===== src/core/srlm_map.svh =====
// register offsets, field positions and reset values of the alignment monitor
`ifndef SRLM_MAP_SVH
`define SRLM_MAP_SVH
`define SRLM_ADDR_W          8
`define SRLM_DATA_W          8
`define SRLM_OFF_IRQ_EN      8'h20
`define SRLM_OFF_IRQ_STAT    8'h24
`define SRLM_OFF_TGT_FRM     8'h31
`define SRLM_OFF_TGT_LO      8'h32
`define SRLM_OFF_TGT_HI      8'h33
`define SRLM_OFF_MEAS_LO     8'h34
`define SRLM_OFF_MEAS_HI     8'h35
`define SRLM_OFF_TALLY       8'h36
`define SRLM_OFF_PHASE_LO    8'h37
`define SRLM_OFF_PHASE_HI    8'h38
`define SRLM_OFF_JIT_TOL     8'h39
`define SRLM_OFF_CTRL        8'h3A
`define SRLM_JIT_BIT         4
`define SRLM_VAL_W           12
`define SRLM_FRM_W           5
`define SRLM_TOL_W           6
`define SRLM_TOL_IGNORE      2
`define SRLM_MEAS_ZERO_LSBS  2
`define SRLM_RESET_VAL       8'h00
`define SRLM_LMFC_PERIOD     16'h0400
`define SRLM_FRAME_CYCLES    8'h04
`endif


===== src/core/srlm_pkg.sv =====
// types shared by the alignment monitor
package srlm_pkg;
	// alignment mode field encodings
	typedef enum logic [1:0] {
		SRLM_MODE_MONITOR = 2'b00,
		SRLM_MODE_CONT    = 2'b01,
		SRLM_MODE_ONCE    = 2'b10,
		SRLM_MODE_RSVD    = 2'b11
	} srlm_mode_t;
	// measurement sequencer, gray coded
	typedef enum logic [1:0] {
		SRLM_ST_IDLE  = 2'b00,
		SRLM_ST_COUNT = 2'b01,
		SRLM_ST_DONE  = 2'b11
	} srlm_state_t;
	// one register access from software
	typedef struct packed {
		logic [7:0] addr;
		logic [7:0] wdata;
		logic       wr;
		logic       rd;
	} srlm_bus_t;
endpackage : srlm_pkg


===== src/core/srlm_edge_sync.sv =====
// two-stage synchroniser with rising edge pulse for the reference pin
`timescale 1ns/10ps
module srlm_edge_sync (
	// clock and reset
	input  wire logic clk,
	input  wire logic resetn,
	// pin and event
	input  wire logic pin_in,
	output logic      rise_pulse
);
	logic meta_r;
	logic sync_r;
	logic last_r;

	// first stage feeds only the second
	always_ff @(posedge clk) begin
		if (!resetn) begin
			meta_r <= 1'b0;
			sync_r <= 1'b0;
			last_r <= 1'b0;
		end else begin
			meta_r <= pin_in;
			sync_r <= meta_r;
			last_r <= sync_r;
		end
	end

	assign rise_pulse = sync_r & ~last_r;
endmodule : srlm_edge_sync


===== src/core/srlm_lmfc_gen.sv =====
// local multiframe clock counter with realignment load
`timescale 1ns/10ps
`include "srlm_map.svh"
module srlm_lmfc_gen #(
	parameter logic [15:0] PERIOD = `SRLM_LMFC_PERIOD
) (
	// clock and reset
	input  wire logic        clk,
	input  wire logic        resetn,
	// realignment
	input  wire logic        realign,
	input  wire logic [15:0] load_val,
	// lmfc state
	output logic             lmfc_edge,
	output logic [15:0]      cycles_to_edge
);
	logic [15:0] cnt_r;
	logic        edge_r;

	// down count to the next lmfc rising edge; a realign reloads the distance
	always_ff @(posedge clk) begin
		if (!resetn) begin
			cnt_r  <= 16'h0000;
			edge_r <= 1'b0;
		end else if (realign) begin
			cnt_r  <= load_val;
			edge_r <= 1'b0;
		end else if (cnt_r == 16'h0000) begin
			cnt_r  <= PERIOD - 16'h0001;
			edge_r <= 1'b1;
		end else begin
			cnt_r  <= cnt_r - 16'h0001;
			edge_r <= 1'b0;
		end
	end

	assign lmfc_edge      = edge_r;
	assign cycles_to_edge = cnt_r;
endmodule : srlm_lmfc_gen


===== src/core/srlm_monitor.sv =====
// sysref to lmfc alignment and monitor top level with register port
//
// Overview of operation
// - 12-bit target delay in DAC clocks, split low byte and high nibble.
// - measured sysref-to-lmfc delay is 12 bits, two lsbs read zero.
// - writing a measured-delay or phase register freezes delay, phase, tally.
// - 8-bit sysref pulse tally; any write to it clears it.
// - ref_edge_phase reported as 12-bit thermometer code, low byte, high nibble.
// - timing variation above the 6-bit tolerance raises the jitter condition.
// - tolerance low two bits ignored, four-clock granularity.
// - 2-bit mode; monitor mode only measures and never realigns.
// - continuous mode realigns lmfc on every sysref pulse.
// - mode 10 realigns on next sysref only, then falls back to monitor.
// - delay, measurement, tally, phase, tolerance and mode reset to zero.
// - sticky jitter flag bit 4, write-1 clear, irq gated by enable bit 4.
// - 5-bit target delay in frames held beside the clock-unit delay.
`timescale 1ns/10ps
`include "srlm_map.svh"
module srlm_monitor #(
	parameter logic [15:0] LMFC_PERIOD  = `SRLM_LMFC_PERIOD,
	parameter logic [7:0]  FRAME_CYCLES = `SRLM_FRAME_CYCLES
) (
	// clock and reset
	input  wire logic              clk,
	input  wire logic              resetn,
	// register port
	input  wire srlm_pkg::srlm_bus_t bus,
	output logic [7:0]             rd_data,
	// reference pin and lmfc
	input  wire logic              sysref,
	output logic                   lmfc_edge,
	// interrupt
	output logic                   ref_jitter_irq
);
	////////////////////////////////////////////////////////////////////////////
	// registers and state
	logic [11:0]          lmfc_target_delay_r;
	logic [4:0]           lmfc_target_frames_r;
	logic [5:0]           ref_jitter_tolerance_r;
	srlm_pkg::srlm_mode_t mode_r;
	logic                 ref_jitter_irq_enable_r;
	logic                 ref_jitter_flag_r;
	logic [7:0]           tally_r;
	logic [11:0]          meas_live_r;
	logic [11:0]          phase_live_r;
	logic [11:0]          meas_hold_r;
	logic [11:0]          phase_hold_r;
	logic [7:0]           tally_hold_r;
	logic [11:0]          meas_cnt_r;
	srlm_pkg::srlm_state_t st_r;
	logic [15:0]          prev_pos_r;
	logic                 have_prev_r;
	logic [7:0]           rd_data_r;
	logic                 ref_rise;
	logic                 realign;
	logic [15:0]          pos;
	logic [15:0]          diff;
	logic                 jitter_evt;
	logic                 freeze_wr;

	function automatic logic wr_at(input srlm_pkg::srlm_bus_t b, input logic [7:0] a);
		wr_at = b.wr && (b.addr == a);
	endfunction : wr_at

	// count of set bits is the lmfc position, saturated at 12
	function automatic logic [11:0] thermo(input logic [15:0] v);
		logic [11:0] t;
		t = 12'h000;
		for (int i = 0; i < 12; i++) begin
			if (v > 16'(i))
				t[i] = 1'b1;
		end
		thermo = t;
	endfunction : thermo

	////////////////////////////////////////////////////////////////////////////
	// pin synchroniser and lmfc counter
	srlm_edge_sync u_sync (
		.clk        (clk),
		.resetn     (resetn),
		.pin_in     (sysref),
		.rise_pulse (ref_rise)
	);

	// realign only in continuous or single-shot mode
	assign realign = ref_rise && (mode_r == srlm_pkg::SRLM_MODE_CONT ||
	                              mode_r == srlm_pkg::SRLM_MODE_ONCE);

	srlm_lmfc_gen #(
		.PERIOD (LMFC_PERIOD)
	) u_lmfc (
		.clk            (clk),
		.resetn         (resetn),
		.realign        (realign),
		.load_val       (16'(lmfc_target_frames_r) * 16'(FRAME_CYCLES)
		                 + 16'(lmfc_target_delay_r)),
		.lmfc_edge      (lmfc_edge),
		.cycles_to_edge (pos)
	);

	////////////////////////////////////////////////////////////////////////////
	// configuration writes; reserved bits never stored
	always_ff @(posedge clk) begin
		if (!resetn) begin
			lmfc_target_delay_r     <= 12'h000;
			lmfc_target_frames_r    <= 5'h00;
			ref_jitter_tolerance_r  <= 6'h00;
			ref_jitter_irq_enable_r <= 1'b0;
		end else begin
			if (wr_at(bus, `SRLM_OFF_TGT_LO))
				lmfc_target_delay_r[7:0] <= bus.wdata;
			if (wr_at(bus, `SRLM_OFF_TGT_HI))
				lmfc_target_delay_r[11:8] <= bus.wdata[3:0];
			if (wr_at(bus, `SRLM_OFF_TGT_FRM))
				lmfc_target_frames_r <= bus.wdata[4:0];
			if (wr_at(bus, `SRLM_OFF_JIT_TOL))
				ref_jitter_tolerance_r <= bus.wdata[5:0];
			if (wr_at(bus, `SRLM_OFF_IRQ_EN))
				ref_jitter_irq_enable_r <= bus.wdata[`SRLM_JIT_BIT];
		end
	end

	// mode; a software write wins over the automatic fall back
	always_ff @(posedge clk) begin
		if (!resetn)
			mode_r <= srlm_pkg::SRLM_MODE_MONITOR;
		else if (wr_at(bus, `SRLM_OFF_CTRL))
			mode_r <= srlm_pkg::srlm_mode_t'(bus.wdata[1:0]);
		else if (ref_rise && mode_r == srlm_pkg::SRLM_MODE_ONCE)
			mode_r <= srlm_pkg::SRLM_MODE_MONITOR;
	end

	////////////////////////////////////////////////////////////////////////////
	// pulse tally, cleared by any write
	always_ff @(posedge clk) begin
		if (!resetn)
			tally_r <= 8'h00;
		else if (wr_at(bus, `SRLM_OFF_TALLY))
			tally_r <= 8'h00;
		else if (ref_rise)
			tally_r <= tally_r + 8'h01;
	end

	// delay measurement from sysref rise to the following lmfc rise
	always_ff @(posedge clk) begin
		if (!resetn) begin
			st_r        <= srlm_pkg::SRLM_ST_IDLE;
			meas_cnt_r  <= 12'h000;
			meas_live_r <= 12'h000;
		end else begin
			case (st_r)
				srlm_pkg::SRLM_ST_IDLE, srlm_pkg::SRLM_ST_DONE: begin
					st_r <= srlm_pkg::SRLM_ST_IDLE;
					// the event cycle itself is the first clock of the delay
					if (ref_rise) begin
						st_r       <= srlm_pkg::SRLM_ST_COUNT;
						meas_cnt_r <= 12'h001;
					end
				end
				srlm_pkg::SRLM_ST_COUNT: begin
					if (meas_cnt_r != 12'hFFF)
						meas_cnt_r <= meas_cnt_r + 12'h001;
					if (lmfc_edge) begin
						meas_live_r <= {meas_cnt_r[11:2], 2'b00};
						st_r        <= srlm_pkg::SRLM_ST_DONE;
					end
				end
				default: st_r <= srlm_pkg::SRLM_ST_IDLE;
			endcase
		end
	end

	// phase of the sysref event within the lmfc period
	always_ff @(posedge clk) begin
		if (!resetn)
			phase_live_r <= 12'h000;
		else if (ref_rise)
			phase_live_r <= thermo(pos);
	end

	////////////////////////////////////////////////////////////////////////////
	// jitter check: compare lmfc position at successive sysref edges
	assign diff = (pos > prev_pos_r) ? pos - prev_pos_r : prev_pos_r - pos;
	assign jitter_evt = ref_rise && have_prev_r &&
	                    diff > 16'({ref_jitter_tolerance_r[5:2], 2'b00});

	always_ff @(posedge clk) begin
		if (!resetn) begin
			prev_pos_r  <= 16'h0000;
			have_prev_r <= 1'b0;
		end else if (ref_rise) begin
			prev_pos_r  <= pos;
			have_prev_r <= 1'b1;
		end
	end

	// sticky flag: a new event beats a same-cycle clear
	always_ff @(posedge clk) begin
		if (!resetn)
			ref_jitter_flag_r <= 1'b0;
		else if (jitter_evt)
			ref_jitter_flag_r <= 1'b1;
		else if (wr_at(bus, `SRLM_OFF_IRQ_STAT) && bus.wdata[`SRLM_JIT_BIT])
			ref_jitter_flag_r <= 1'b0;
	end

	assign ref_jitter_irq = ref_jitter_flag_r & ref_jitter_irq_enable_r;

	////////////////////////////////////////////////////////////////////////////
	// readback freeze on write to any measured-delay or phase register
	assign freeze_wr = wr_at(bus, `SRLM_OFF_MEAS_LO) || wr_at(bus, `SRLM_OFF_MEAS_HI) ||
	                   wr_at(bus, `SRLM_OFF_PHASE_LO) || wr_at(bus, `SRLM_OFF_PHASE_HI);

	always_ff @(posedge clk) begin
		if (!resetn) begin
			meas_hold_r  <= 12'h000;
			phase_hold_r <= 12'h000;
			tally_hold_r <= 8'h00;
		end else if (freeze_wr) begin
			meas_hold_r  <= meas_live_r;
			phase_hold_r <= phase_live_r;
			tally_hold_r <= tally_r;
		end else if (wr_at(bus, `SRLM_OFF_TALLY)) begin
			tally_hold_r <= 8'h00;
		end
	end

	// read data stand for one cycle only; unmapped reads return zero
	always_ff @(posedge clk) begin
		if (!resetn)
			rd_data_r <= 8'h00;
		else if (!bus.rd)
			rd_data_r <= 8'h00;
		else begin
			case (bus.addr)
				`SRLM_OFF_IRQ_EN:   rd_data_r <= {3'b000, ref_jitter_irq_enable_r, 4'h0};
				`SRLM_OFF_IRQ_STAT: rd_data_r <= {3'b000, ref_jitter_flag_r, 4'h0};
				`SRLM_OFF_TGT_FRM:  rd_data_r <= {3'b000, lmfc_target_frames_r};
				`SRLM_OFF_TGT_LO:   rd_data_r <= lmfc_target_delay_r[7:0];
				`SRLM_OFF_TGT_HI:   rd_data_r <= {4'h0, lmfc_target_delay_r[11:8]};
				`SRLM_OFF_MEAS_LO:  rd_data_r <= meas_hold_r[7:0];
				`SRLM_OFF_MEAS_HI:  rd_data_r <= {4'h0, meas_hold_r[11:8]};
				`SRLM_OFF_TALLY:    rd_data_r <= tally_hold_r;
				`SRLM_OFF_PHASE_LO: rd_data_r <= phase_hold_r[7:0];
				`SRLM_OFF_PHASE_HI: rd_data_r <= {4'h0, phase_hold_r[11:8]};
				`SRLM_OFF_JIT_TOL:  rd_data_r <= {2'b00, ref_jitter_tolerance_r};
				`SRLM_OFF_CTRL:     rd_data_r <= {6'h00, mode_r};
				default:            rd_data_r <= 8'h00;
			endcase
		end
	end

	assign rd_data = rd_data_r;

	////////////////////////////////////////////////////////////////////////////
	// checks
	property p_tally_clear;
		@(posedge clk) disable iff (!resetn)
		wr_at(bus, `SRLM_OFF_TALLY) |=> tally_r == 8'h00;
	endproperty
	a_tally_clear: assert property (p_tally_clear) else $error("tally not cleared");

	property p_meas_lsbs;
		@(posedge clk) disable iff (!resetn)
		meas_live_r[1:0] == 2'b00 && meas_hold_r[1:0] == 2'b00;
	endproperty
	a_meas_lsbs: assert property (p_meas_lsbs) else $error("measured lsbs not zero");

	property p_freeze;
		@(posedge clk) disable iff (!resetn)
		freeze_wr |=> meas_hold_r == $past(meas_live_r) && tally_hold_r == $past(tally_r);
	endproperty
	a_freeze: assert property (p_freeze) else $error("freeze did not capture");

	property p_jit_set;
		@(posedge clk) disable iff (!resetn)
		jitter_evt |=> ref_jitter_flag_r;
	endproperty
	a_jit_set: assert property (p_jit_set) else $error("jitter flag not set");

	property p_jit_quiet;
		@(posedge clk) disable iff (!resetn)
		ref_rise && have_prev_r && diff <= 16'({ref_jitter_tolerance_r[5:2], 2'b00})
		&& !ref_jitter_flag_r |=> !ref_jitter_flag_r;
	endproperty
	a_jit_quiet: assert property (p_jit_quiet) else $error("jitter within window flagged");

	property p_irq_gate;
		@(posedge clk) disable iff (!resetn)
		ref_jitter_irq |-> ref_jitter_irq_enable_r && ref_jitter_flag_r;
	endproperty
	a_irq_gate: assert property (p_irq_gate) else $error("irq without enable");

	property p_monitor_hold;
		@(posedge clk) disable iff (!resetn)
		(mode_r == srlm_pkg::SRLM_MODE_MONITOR || mode_r == srlm_pkg::SRLM_MODE_RSVD) |-> !realign;
	endproperty
	a_monitor_hold: assert property (p_monitor_hold) else $error("realign in monitor mode");

	property p_cont;
		@(posedge clk) disable iff (!resetn)
		ref_rise && mode_r == srlm_pkg::SRLM_MODE_CONT |=> mode_r == srlm_pkg::SRLM_MODE_CONT
		|| $past(bus.wr);
	endproperty
	a_cont: assert property (p_cont) else $error("continuous mode lost");

	property p_once;
		@(posedge clk) disable iff (!resetn)
		ref_rise && mode_r == srlm_pkg::SRLM_MODE_ONCE && !bus.wr
		|-> realign ##1 mode_r == srlm_pkg::SRLM_MODE_MONITOR;
	endproperty
	a_once: assert property (p_once) else $error("single shot did not fall back");
endmodule : srlm_monitor


===== config.mk =====
export PLATFORM = sky130hd
export DESIGN_NAME = srlm_monitor
export DESIGN_NICKNAME = d
export VERILOG_FILES = /design/src/core/srlm_pkg.sv /design/src/core/srlm_edge_sync.sv /design/src/core/srlm_lmfc_gen.sv /design/src/core/srlm_monitor.sv
export VERILOG_INCLUDE_DIRS = /design/src /design/src/core
export SDC_FILE = /design/constraint.sdc
export NUM_CORES = 1
export LEC_CHECK = 0
export ABC_AREA = 1
export ABC_CLOCK_PERIOD_IN_PS = 2700
export BUFFER_PORTS_ARGS = -buffer_cell sky130_fd_sc_hd__buf_2
export CORE_ASPECT_RATIO = 1.1
export CORE_MARGIN = 5
export CORE_UTILIZATION = 45
export DETAILED_ROUTE_END_ITERATION = 7
export GPL_ROUTABILITY_DRIVEN = 1
export HOLD_SLACK_MARGIN = 0.05
export PLACE_DENSITY = 0.7
export REMOVE_ABC_BUFFERS = 1
export SYNTH_ARGS = -nofsm -noshare
export SYNTH_HDL_FRONTEND = slang
export SYNTH_SLANG_ARGS = --single-unit

===== constraint.sdc =====
create_clock -name clk -period 2.7 [get_ports clk]
set_input_delay 0.135 -clock clk [delete_from_list [all_inputs] [get_ports clk]]
set_output_delay 0.135 -clock clk [all_outputs]
set_load 0.02 [all_outputs]

==> out/results.txt, run 1 <==
outcome: complete, but fails checks
violated checks: setup timing
# diodes: 0
number of global-route vias before repair: 8326
final hold violation count: 0
Mapped Area: 8640 um^2
dpl cell area: 9590 um^2
CP Class: register to register
router iterations before antenna repair: 7
Routed Antenna Nets: 0
Post-route DRC: 0
CTS buffer count: 17
Buf+Inv Stages, Crit Path: 3
crit path DAT: 3230 ps
initial core utilization: 45.4%
critical hold path startpoint: bus[9]
WP data required: 3070 ps
CTS Sinks: 146
Hold/Removal Path Class: primary input to register
global route overflow: 0
total of max-cap violations: 0
Die H: 155 um
Crit Reg-Reg Startpoint: u_lmfc.cycles_to_edge[0]$_SDFF_PN0_
IO Count: 31
Layout Cells excl Fill: 1682
Worst path max stage delay: 350 ps
initial antenna violation count: 0
Synth area leaders: dfxtp_1, nand2_1, inv_1
most common cell in the netlist: nand2_1
Post-synth EDFFs: 0
Die Span X: 142 um
sequential area share after synthesis: 33.8%
cell mode on critical path: nand2_2
yosys warns: 0
CTS tree: done
DP HPWL: 19100 um
endpoints failing setup: 1
Worst path slowest cell: fa_2
first-pass GRT wire length: 40000 um
syn_area_per_cell: 6.57 um^2
ys flop type: dfxtp_1
critical path endpoint category: register
Pwr Density: 1110 nW/um^2
worst r2r path cells: 21
Syn Inst Count: 1314
final total power: 11.5 mW
cell taking the most area after synthesis: dfxtp_1
die area: 22100 um^2
Post-Place Cells: 1640
gpl congestion: 0.959
Yosys cell types: 42
final core occ: 54.4%
wire per inst: 14.5 um
pins over their slew limit: 0
Worst-path clk slew: 70 ps
leakage power: 4.83 nW
via count: 8656
RSZ-0062 raised after global routing: yes
worst hold slack: 103 ps
post-route clock period utilization: 106%
Final WS setup: -158 ps
setup total negative slack: -158 ps
Initial DRC Count: 498
R2R Setup Slk: -160 ps
number of cell rows: 53
root buf cell: clkbuf_16
pre-CTS setup slack: -342 ps
fin area: 10400 um^2
all-layer global routing usage: 22.4%
Synth-to-Final Area Change: 19.9%
fill count: 1849
worst-margin pin slew: 507 ps
largest net degree at the start of global routing: 59
Period minus WS final: 2860 ps
layout cells sized above 1: 13.3%
asr flop ratio synth: 0%
Hold Crit Endpoint: lmfc_target_delay_r[7]$_SDFFE_PN0P_
Achievable Freq: 350 MHz
CP Max Fanout: 5
Synth top area share: 33.8%
Core Footprint: 19000 um^2
clk_lat worst skew: 430 ps
sum of routed wire length over all layers: 24400 um
Vias/cell: 5.15
commonest cells in the netlist: nand2_1, inv_1, dfxtp_1
worst r2r dst: ref_jitter_flag_r$_SDFFE_PN0P_
worst-case clock buffer depth: 2
Hold Path Depth: 3
cell family with most CP delay: adder cells
VDD IR-drop max: 1.09 mV
slew margin rel.: 65.9%
number of port buffers: 30
Yosys reg bits: 146
clk_skew: 8.47 ps
crit-path cells: inv_2 -> ha_4 -> fa_2 -> inv_2 -> nand2_2 -> nand2_2 -> nand2_2 -> nand2_2 -> nand2_4 -> a21boi_4 -> nand3_1 -> o21ai_1 -> xor2_1 -> inv_1 -> ha_1 -> nand2_2 -> o2111ai_1 -> nand2_1 -> nand3_1 -> nand2_1 -> a21oi_2
layout net count: 1495
CTS H-tree lvls: 4
critical path startpoint category: register
state kept, by name (all words and copies together) (netlist names):
register                 flops
have_prev_r                  1
lmfc_target_delay_r         12
lmfc_target_frames_r         5
meas_cnt_r                  12
meas_hold_r                 10
meas_live_r                 10
mode_r                       2
phase_hold_r                12
phase_live_r                12
prev_pos_r                  16
rd_data                      8
ref_jitter_flag_r            1
ref_jitter_irq_enable_r      1
ref_jitter_tolerance_r       6
st_r                         2
tally_hold_r                 8
tally_r                      8
u_lmfc.cycles_to_edge       16
u_lmfc.lmfc_edge             1
u_sync.last_r                1
u_sync.meta_r                1
u_sync.sync_r                1
worst register-to-register path: cells and delay by family (launching register included):
| family | cells | cell delay (ps) |
|---|---|---|
| compound gates | 4 | 600 |
| fa+ha+maj | 3 | 790 |
| buf+inv | 3 | 190 |
| xor+xnor | 1 | 170 |
| flops | 1 | 340 |
| simple gates | 10 | 720 |
how the worst max path moves through the flow:
stage | end | startpoint | slack (ps) | depth (start not counted)
after floorplan | ref_jitter_flag_r$_SDFFE_PN0P_ | u_lmfc.cycles_to_edge[0]$_SDFF_PN0_ | -260 | 21
after global placement | ref_jitter_flag_r$_SDFFE_PN0P_ | u_lmfc.cycles_to_edge[0]$_SDFF_PN0_ | -230 | 21
after detailed placement | ref_jitter_flag_r$_SDFFE_PN0P_ | u_lmfc.cycles_to_edge[0]$_SDFF_PN0_ | -340 | 21
after CTS | ref_jitter_flag_r$_SDFFE_PN0P_ | prev_pos_r[13]$_SDFFE_PN0P_ | -140 | 16
after global routing | ref_jitter_flag_r$_SDFFE_PN0P_ | u_lmfc.cycles_to_edge[0]$_SDFF_PN0_ | -350 | 21
final | ref_jitter_flag_r$_SDFFE_PN0P_ | u_lmfc.cycles_to_edge[0]$_SDFF_PN0_ | -160 | 21
layout make-up:
type / count / area (um^2) / share of cell area, %
clock inverter: 11 / 129 / 1.24
inverter: 229 / 860 / 8.30
sequential: 146 / 2920 / 28.2
multi-input combinational: 905 / 4780 / 46.2
clock buffer: 21 / 470 / 4.54
timing repair buffer: 123 / 883 / 8.53
tap: 247 / 309 / 2.98
layer usage:
layer	vias to the layer above	GRT usage [%]	part of all wire, %
li1	4436	-	-
met1	3968	26.7	42
met2	192	39.8	50
met3	60	2.80	4.2
met4	0	10.5	3.7
met5	-	0	0
where the power goes:
group | internal, mW | switching (mW)
clock | 1.44 | 0.935
combinational | 2.69 | 4.07
sequential | 2.30 | 0.0968
total | 6.43 | 5.10
cells in the final DEF (no fill, tap or decap), types with 5 or more instances in the layout:
master,instances
inv_1,214
ha_1,46
a21oi_1,109
nor2_2,6
o21ai_0,96
nand2_2,14
inv_2,12
nor3_1,13
o221ai_1,5
nor2_1,120
a31oi_1,7
buf_4,83
o22ai_1,6
a221oi_1,15
buf_2,30
nand2_1,321
dfxtp_1,145
clkbuf_16,17
nand3_1,66
dlygate4sd3_1,9
nand4_1,16
xor2_1,16
kinds of logic (layout without fill, tap and decap cells):
kind of cell    count (synthesis)  in the layout  share of synthesized area [%]
xor+xnor                       20             20                           2.03
compound gates                264            264                           17.3
buf+inv                       263            384                           11.7
simple gates                  569            569                           27.4
flops                         146            146                           33.8
fa+ha+maj                      52             52                           7.79
timing repair:
item,CTS,global route
pin swaps,5,3
hold endpoints to repair,15,0
hold buffers,9,0
resized for setup,13,5
setup buffers,1,0
setup endpoints to repair,1,1
Note: power is estimated with default switching activity, not from simulation.
==> run 2, diff against run 1 <==
SYNTH_HIERARCHICAL = 1   (was not set)
==> run 2 against run 1 <==
The run still ends with setup timing left. First-iteration DRC count is 12% lower. Register-to-register slack hardly changed. Flip-flop and latch count stayed put. Wire length is 4.7% higher. Cell area is 4.3% higher. Critical endpoint unchanged. Global-route usage is 0.35 points higher. Maximum frequency is 0.22% lower. Largest cell class unchanged. Largest power group unchanged. Clock power hardly changed. Sequential power hardly changed.
==> out/results.txt, run 2 <==
post-route clock period utilization: 106% (+0.23 points)
initial antenna violation count: 0 (unchanged)
Achievable Freq: 349 MHz (-0.22%)
endpoints failing setup: 1 (unchanged)
critical path depth: 22 (+4.8%)
Post-synth EDFFs: 0 (unchanged)
cell taking the most area after synthesis: dfxtp_1
most frequent cells in the layout: nand2_1, inv_1, dfxtp_1
Worst path max stage delay: 350 ps (about the same)
number of port buffers: 30 (unchanged)
worst r2r path cells: 22 (+4.8%)
CTS Sinks: 146 (unchanged)
most common cell in the netlist: nand2_1
clk_skew: 11.9 ps (+3.45 ps)
slew margin rel.: 56.4% (-9.5 points)
CP Class: register to register
all-layer global routing usage: 22.8% (+0.35 points)
sequential area share after synthesis: 32.9% (-0.92 points)
Pwr Density: 1140 nW/um^2 (+2.5%)
Vias/cell: 5.13 (-0.26%)
ys flop type: dfxtp_1
largest net degree at the start of global routing: 40 (-32%)
Synth top area share: 32.9% (-0.92 points)
wire per inst: 14.7 um (+1.6%)
via count: 8895 (+2.8%)
crit path DAT: 3230 ps (about the same)
global route overflow: 0 (unchanged)
RSZ-0062 raised after global routing: yes
critical path endpoint category: register
critical path startpoint category: register
final total power: 12.3 mW (+7.0%)
worst hold slack: 75.6 ps (-27.6 ps)
initial core utilization: 45.2% (-0.22 points)
most common cell after layout, fill and taps aside: nand2_1
Worst path slowest cell: fa_2
Yosys reg bits: 146 (unchanged)
Die Span X: 144 um (+1.3%)
Hold/Removal Path Class: primary input to register
asr flop ratio synth: 0% (unchanged)
Initial DRC Count: 440 (-12%)
outcome: complete, but fails checks
Die H: 157 um (+1.3%)
Final WS setup: -164 ps (-6.19 ps)
Post-route DRC: 0 (unchanged)
setup total negative slack: -164 ps (-6.19 ps)
Hold Path Depth: 3 (unchanged)
VDD IR-drop max: 1.43 mV (+31%)
Synth Area in Compound Gates: 16.2% (-1.1 points)
worst-margin pin slew: 655 ps (+147 ps)
total of max-cap violations: 0 (unchanged)
pins over their slew limit: 0 (unchanged)
post-synthesis mux area share: 0% (unchanged)
router iterations before antenna repair: 7 (unchanged)
gpl congestion: 0.923 (-3.7%)
sum of routed wire length over all layers: 25500 um (+4.7%)
clk_lat worst skew: 430 ps (about the same)
Synth-to-Final Area Change: 21.7%
violated checks: setup timing
Yosys cell types: 54 (+29%)
Adder-Cell Fraction of Synth Area: 7.16% (-0.63 points)
xor/xnor share of the synthesized area: 2.17% (+0.14 points)
number of global-route vias before repair: 8490 (+2.0%)
CTS tree: done
cell mode on critical path: nand2_4
yosys warns: 6 (+6)
Post-Synth Simple-Gate Area: 30.3% (+2.9 points)
CP Max Fanout: 7 (+2)
number of cell rows: 54 (+1.9%)
root buf cell: clkbuf_16
Synth area leaders: dfxtp_1, nand2_1, inv_1
first-pass GRT wire length: 41100 um (+2.9%)
Buf+Inv Stages, Crit Path: 4 (+1)
WP data required: 3060 ps (about the same)
Routed Antenna Nets: 0 (unchanged)
worst-case clock buffer depth: 2 (unchanged)
DP HPWL: 19500 um (+2.1%)
CTS buffer count: 17 (unchanged)
Core Footprint: 19700 um^2 (+3.3%)
Worst-path clk slew: 70 ps (about the same)
commonest cells in the netlist: nand2_1, inv_1, dfxtp_1
layout cells sized above 1: 16.3% (+3.0 points)
layout net count: 1538 (+2.9%)
largest family of logic cells by synthesized area: simple AND/OR/NAND/NOR gates
Mapped Area: 8880 um^2 (+2.8%)
Post-Place Cells: 1685 (+2.7%)
IO Count: 31 (unchanged)
Layout Cells excl Fill: 1733 (+3.0%)
die area: 22600 um^2 (+2.6%)
syn_area_per_cell: 6.59 um^2 (+0.28%)
Syn Inst Count: 1347 (+2.5%)
# diodes: 0 (unchanged)
final hold violation count: 0 (unchanged)
leakage power: 4.96 nW (+2.8%)
cell family with most CP delay: adder cells
crit-path cells: inv_2 -> ha_4 -> fa_2 -> inv_2 -> nand2_1 -> nand2_2 -> nand2_2 -> nand2_4 -> nand2_4 -> nand2_4 -> nand2_8 -> buf_6 -> a31oi_2 -> xnor2_1 -> inv_1 -> ha_4 -> nand2_4 -> o2111ai_2 -> nand2_1 -> nand3_1 -> nand2_1 -> a21oi_2
Period minus WS final: 2860 ps (+6.19 ps)
CTS H-tree lvls: 4 (unchanged)
-- run 2: cell count changes after synthesis, sizes merged, moves of 5 or more --
cell	delta
a221oi	-5
o21ai	-11
nand2	+30
nand3	+11
a21oi	+8
inv	-7
nor2	+11
-- run 2: kinds of logic (layout without fill, tap and decap cells) --
logic type | Yosys count | after routing
other | 1 | 3
DFF | 146 | 146
buffers and inverters | 256 | 388
adders and majority gates | 49 | 49
xor gates and xnor gates | 22 | 22
and+or+nand+nor | 623 | 623
AOI/OAI and AO/OA | 250 | 250
-- run 2: layout make-up --
type,count,area [um^2]
flip-flops and latches,146,2930
clock inverters,14,163
fillers,1908,8850
inverters,222,840
well taps,252,315
multi-input cells,947,5170
repair buffers,134,967
clock buffers,18,429
-- run 2: repair_timing --
action / 4_1_cts / 5_1_grt
endpoints found under the hold margin: 21 / 0
hold buffers: 10 / 0
endpoints found under the setup margin: 1 / 1
gates cloned: 0 / 0
gates resized for setup: 25 / 18
pin swaps: 11 / 13
setup buffers: 3 / 3
-- run 2: worst paths after layout --
kind | from | end | slack [ps]
setup / recovery | u_lmfc/cycles_to_edge[0]$_SDFF_PN0_ | ref_jitter_flag_r$_SDFFE_PN0P_ | -160
hold / removal | bus[1] | lmfc_target_delay_r[6]$_SDFFE_PN0P_ | 80
hold reg to reg | u_sync/meta_r$_SDFF_PN0_ | u_sync/sync_r$_SDFF_PN0_ | 410
setup reg to reg | u_lmfc/cycles_to_edge[0]$_SDFF_PN0_ | ref_jitter_flag_r$_SDFFE_PN0P_ | -160
-- run 2: where the power goes --
| group | switching [mW] | leakage (nW) | internal (mW) | total [mW] |
|---|---|---|---|---|
| clock network | 1.05 | 0.286 | 1.32 | 2.36 |
| logic | 4.39 | 3.49 | 3.18 | 7.57 |
| registers | 0.0995 | 1.18 | 2.30 | 2.40 |
-- run 2: layer usage --
layer  share of wire, %  track usage (%)
met5                  0                0
met4                2.5             7.94
met1                 43             28.5
met2                 49             39.2
met3                4.9             4.10
-- run 2: tightest hold or removal path, cell delays in order --
cell     delay, ps
buf_2          140
nand3_1         90
a21oi_1         80
-- run 2: through the flow --
stage	cell area, um^2	utilization [%]	worst slack, ps
2_1_floorplan	8720	-	-404
3_3_place_gp	9850	50.1	-194
3_5_place_dp	9850	50.1	-327
4_1_cts	10700	54.3	-103
5_1_grt	10800	55.0	-320
6_report	10800	55.0	-164
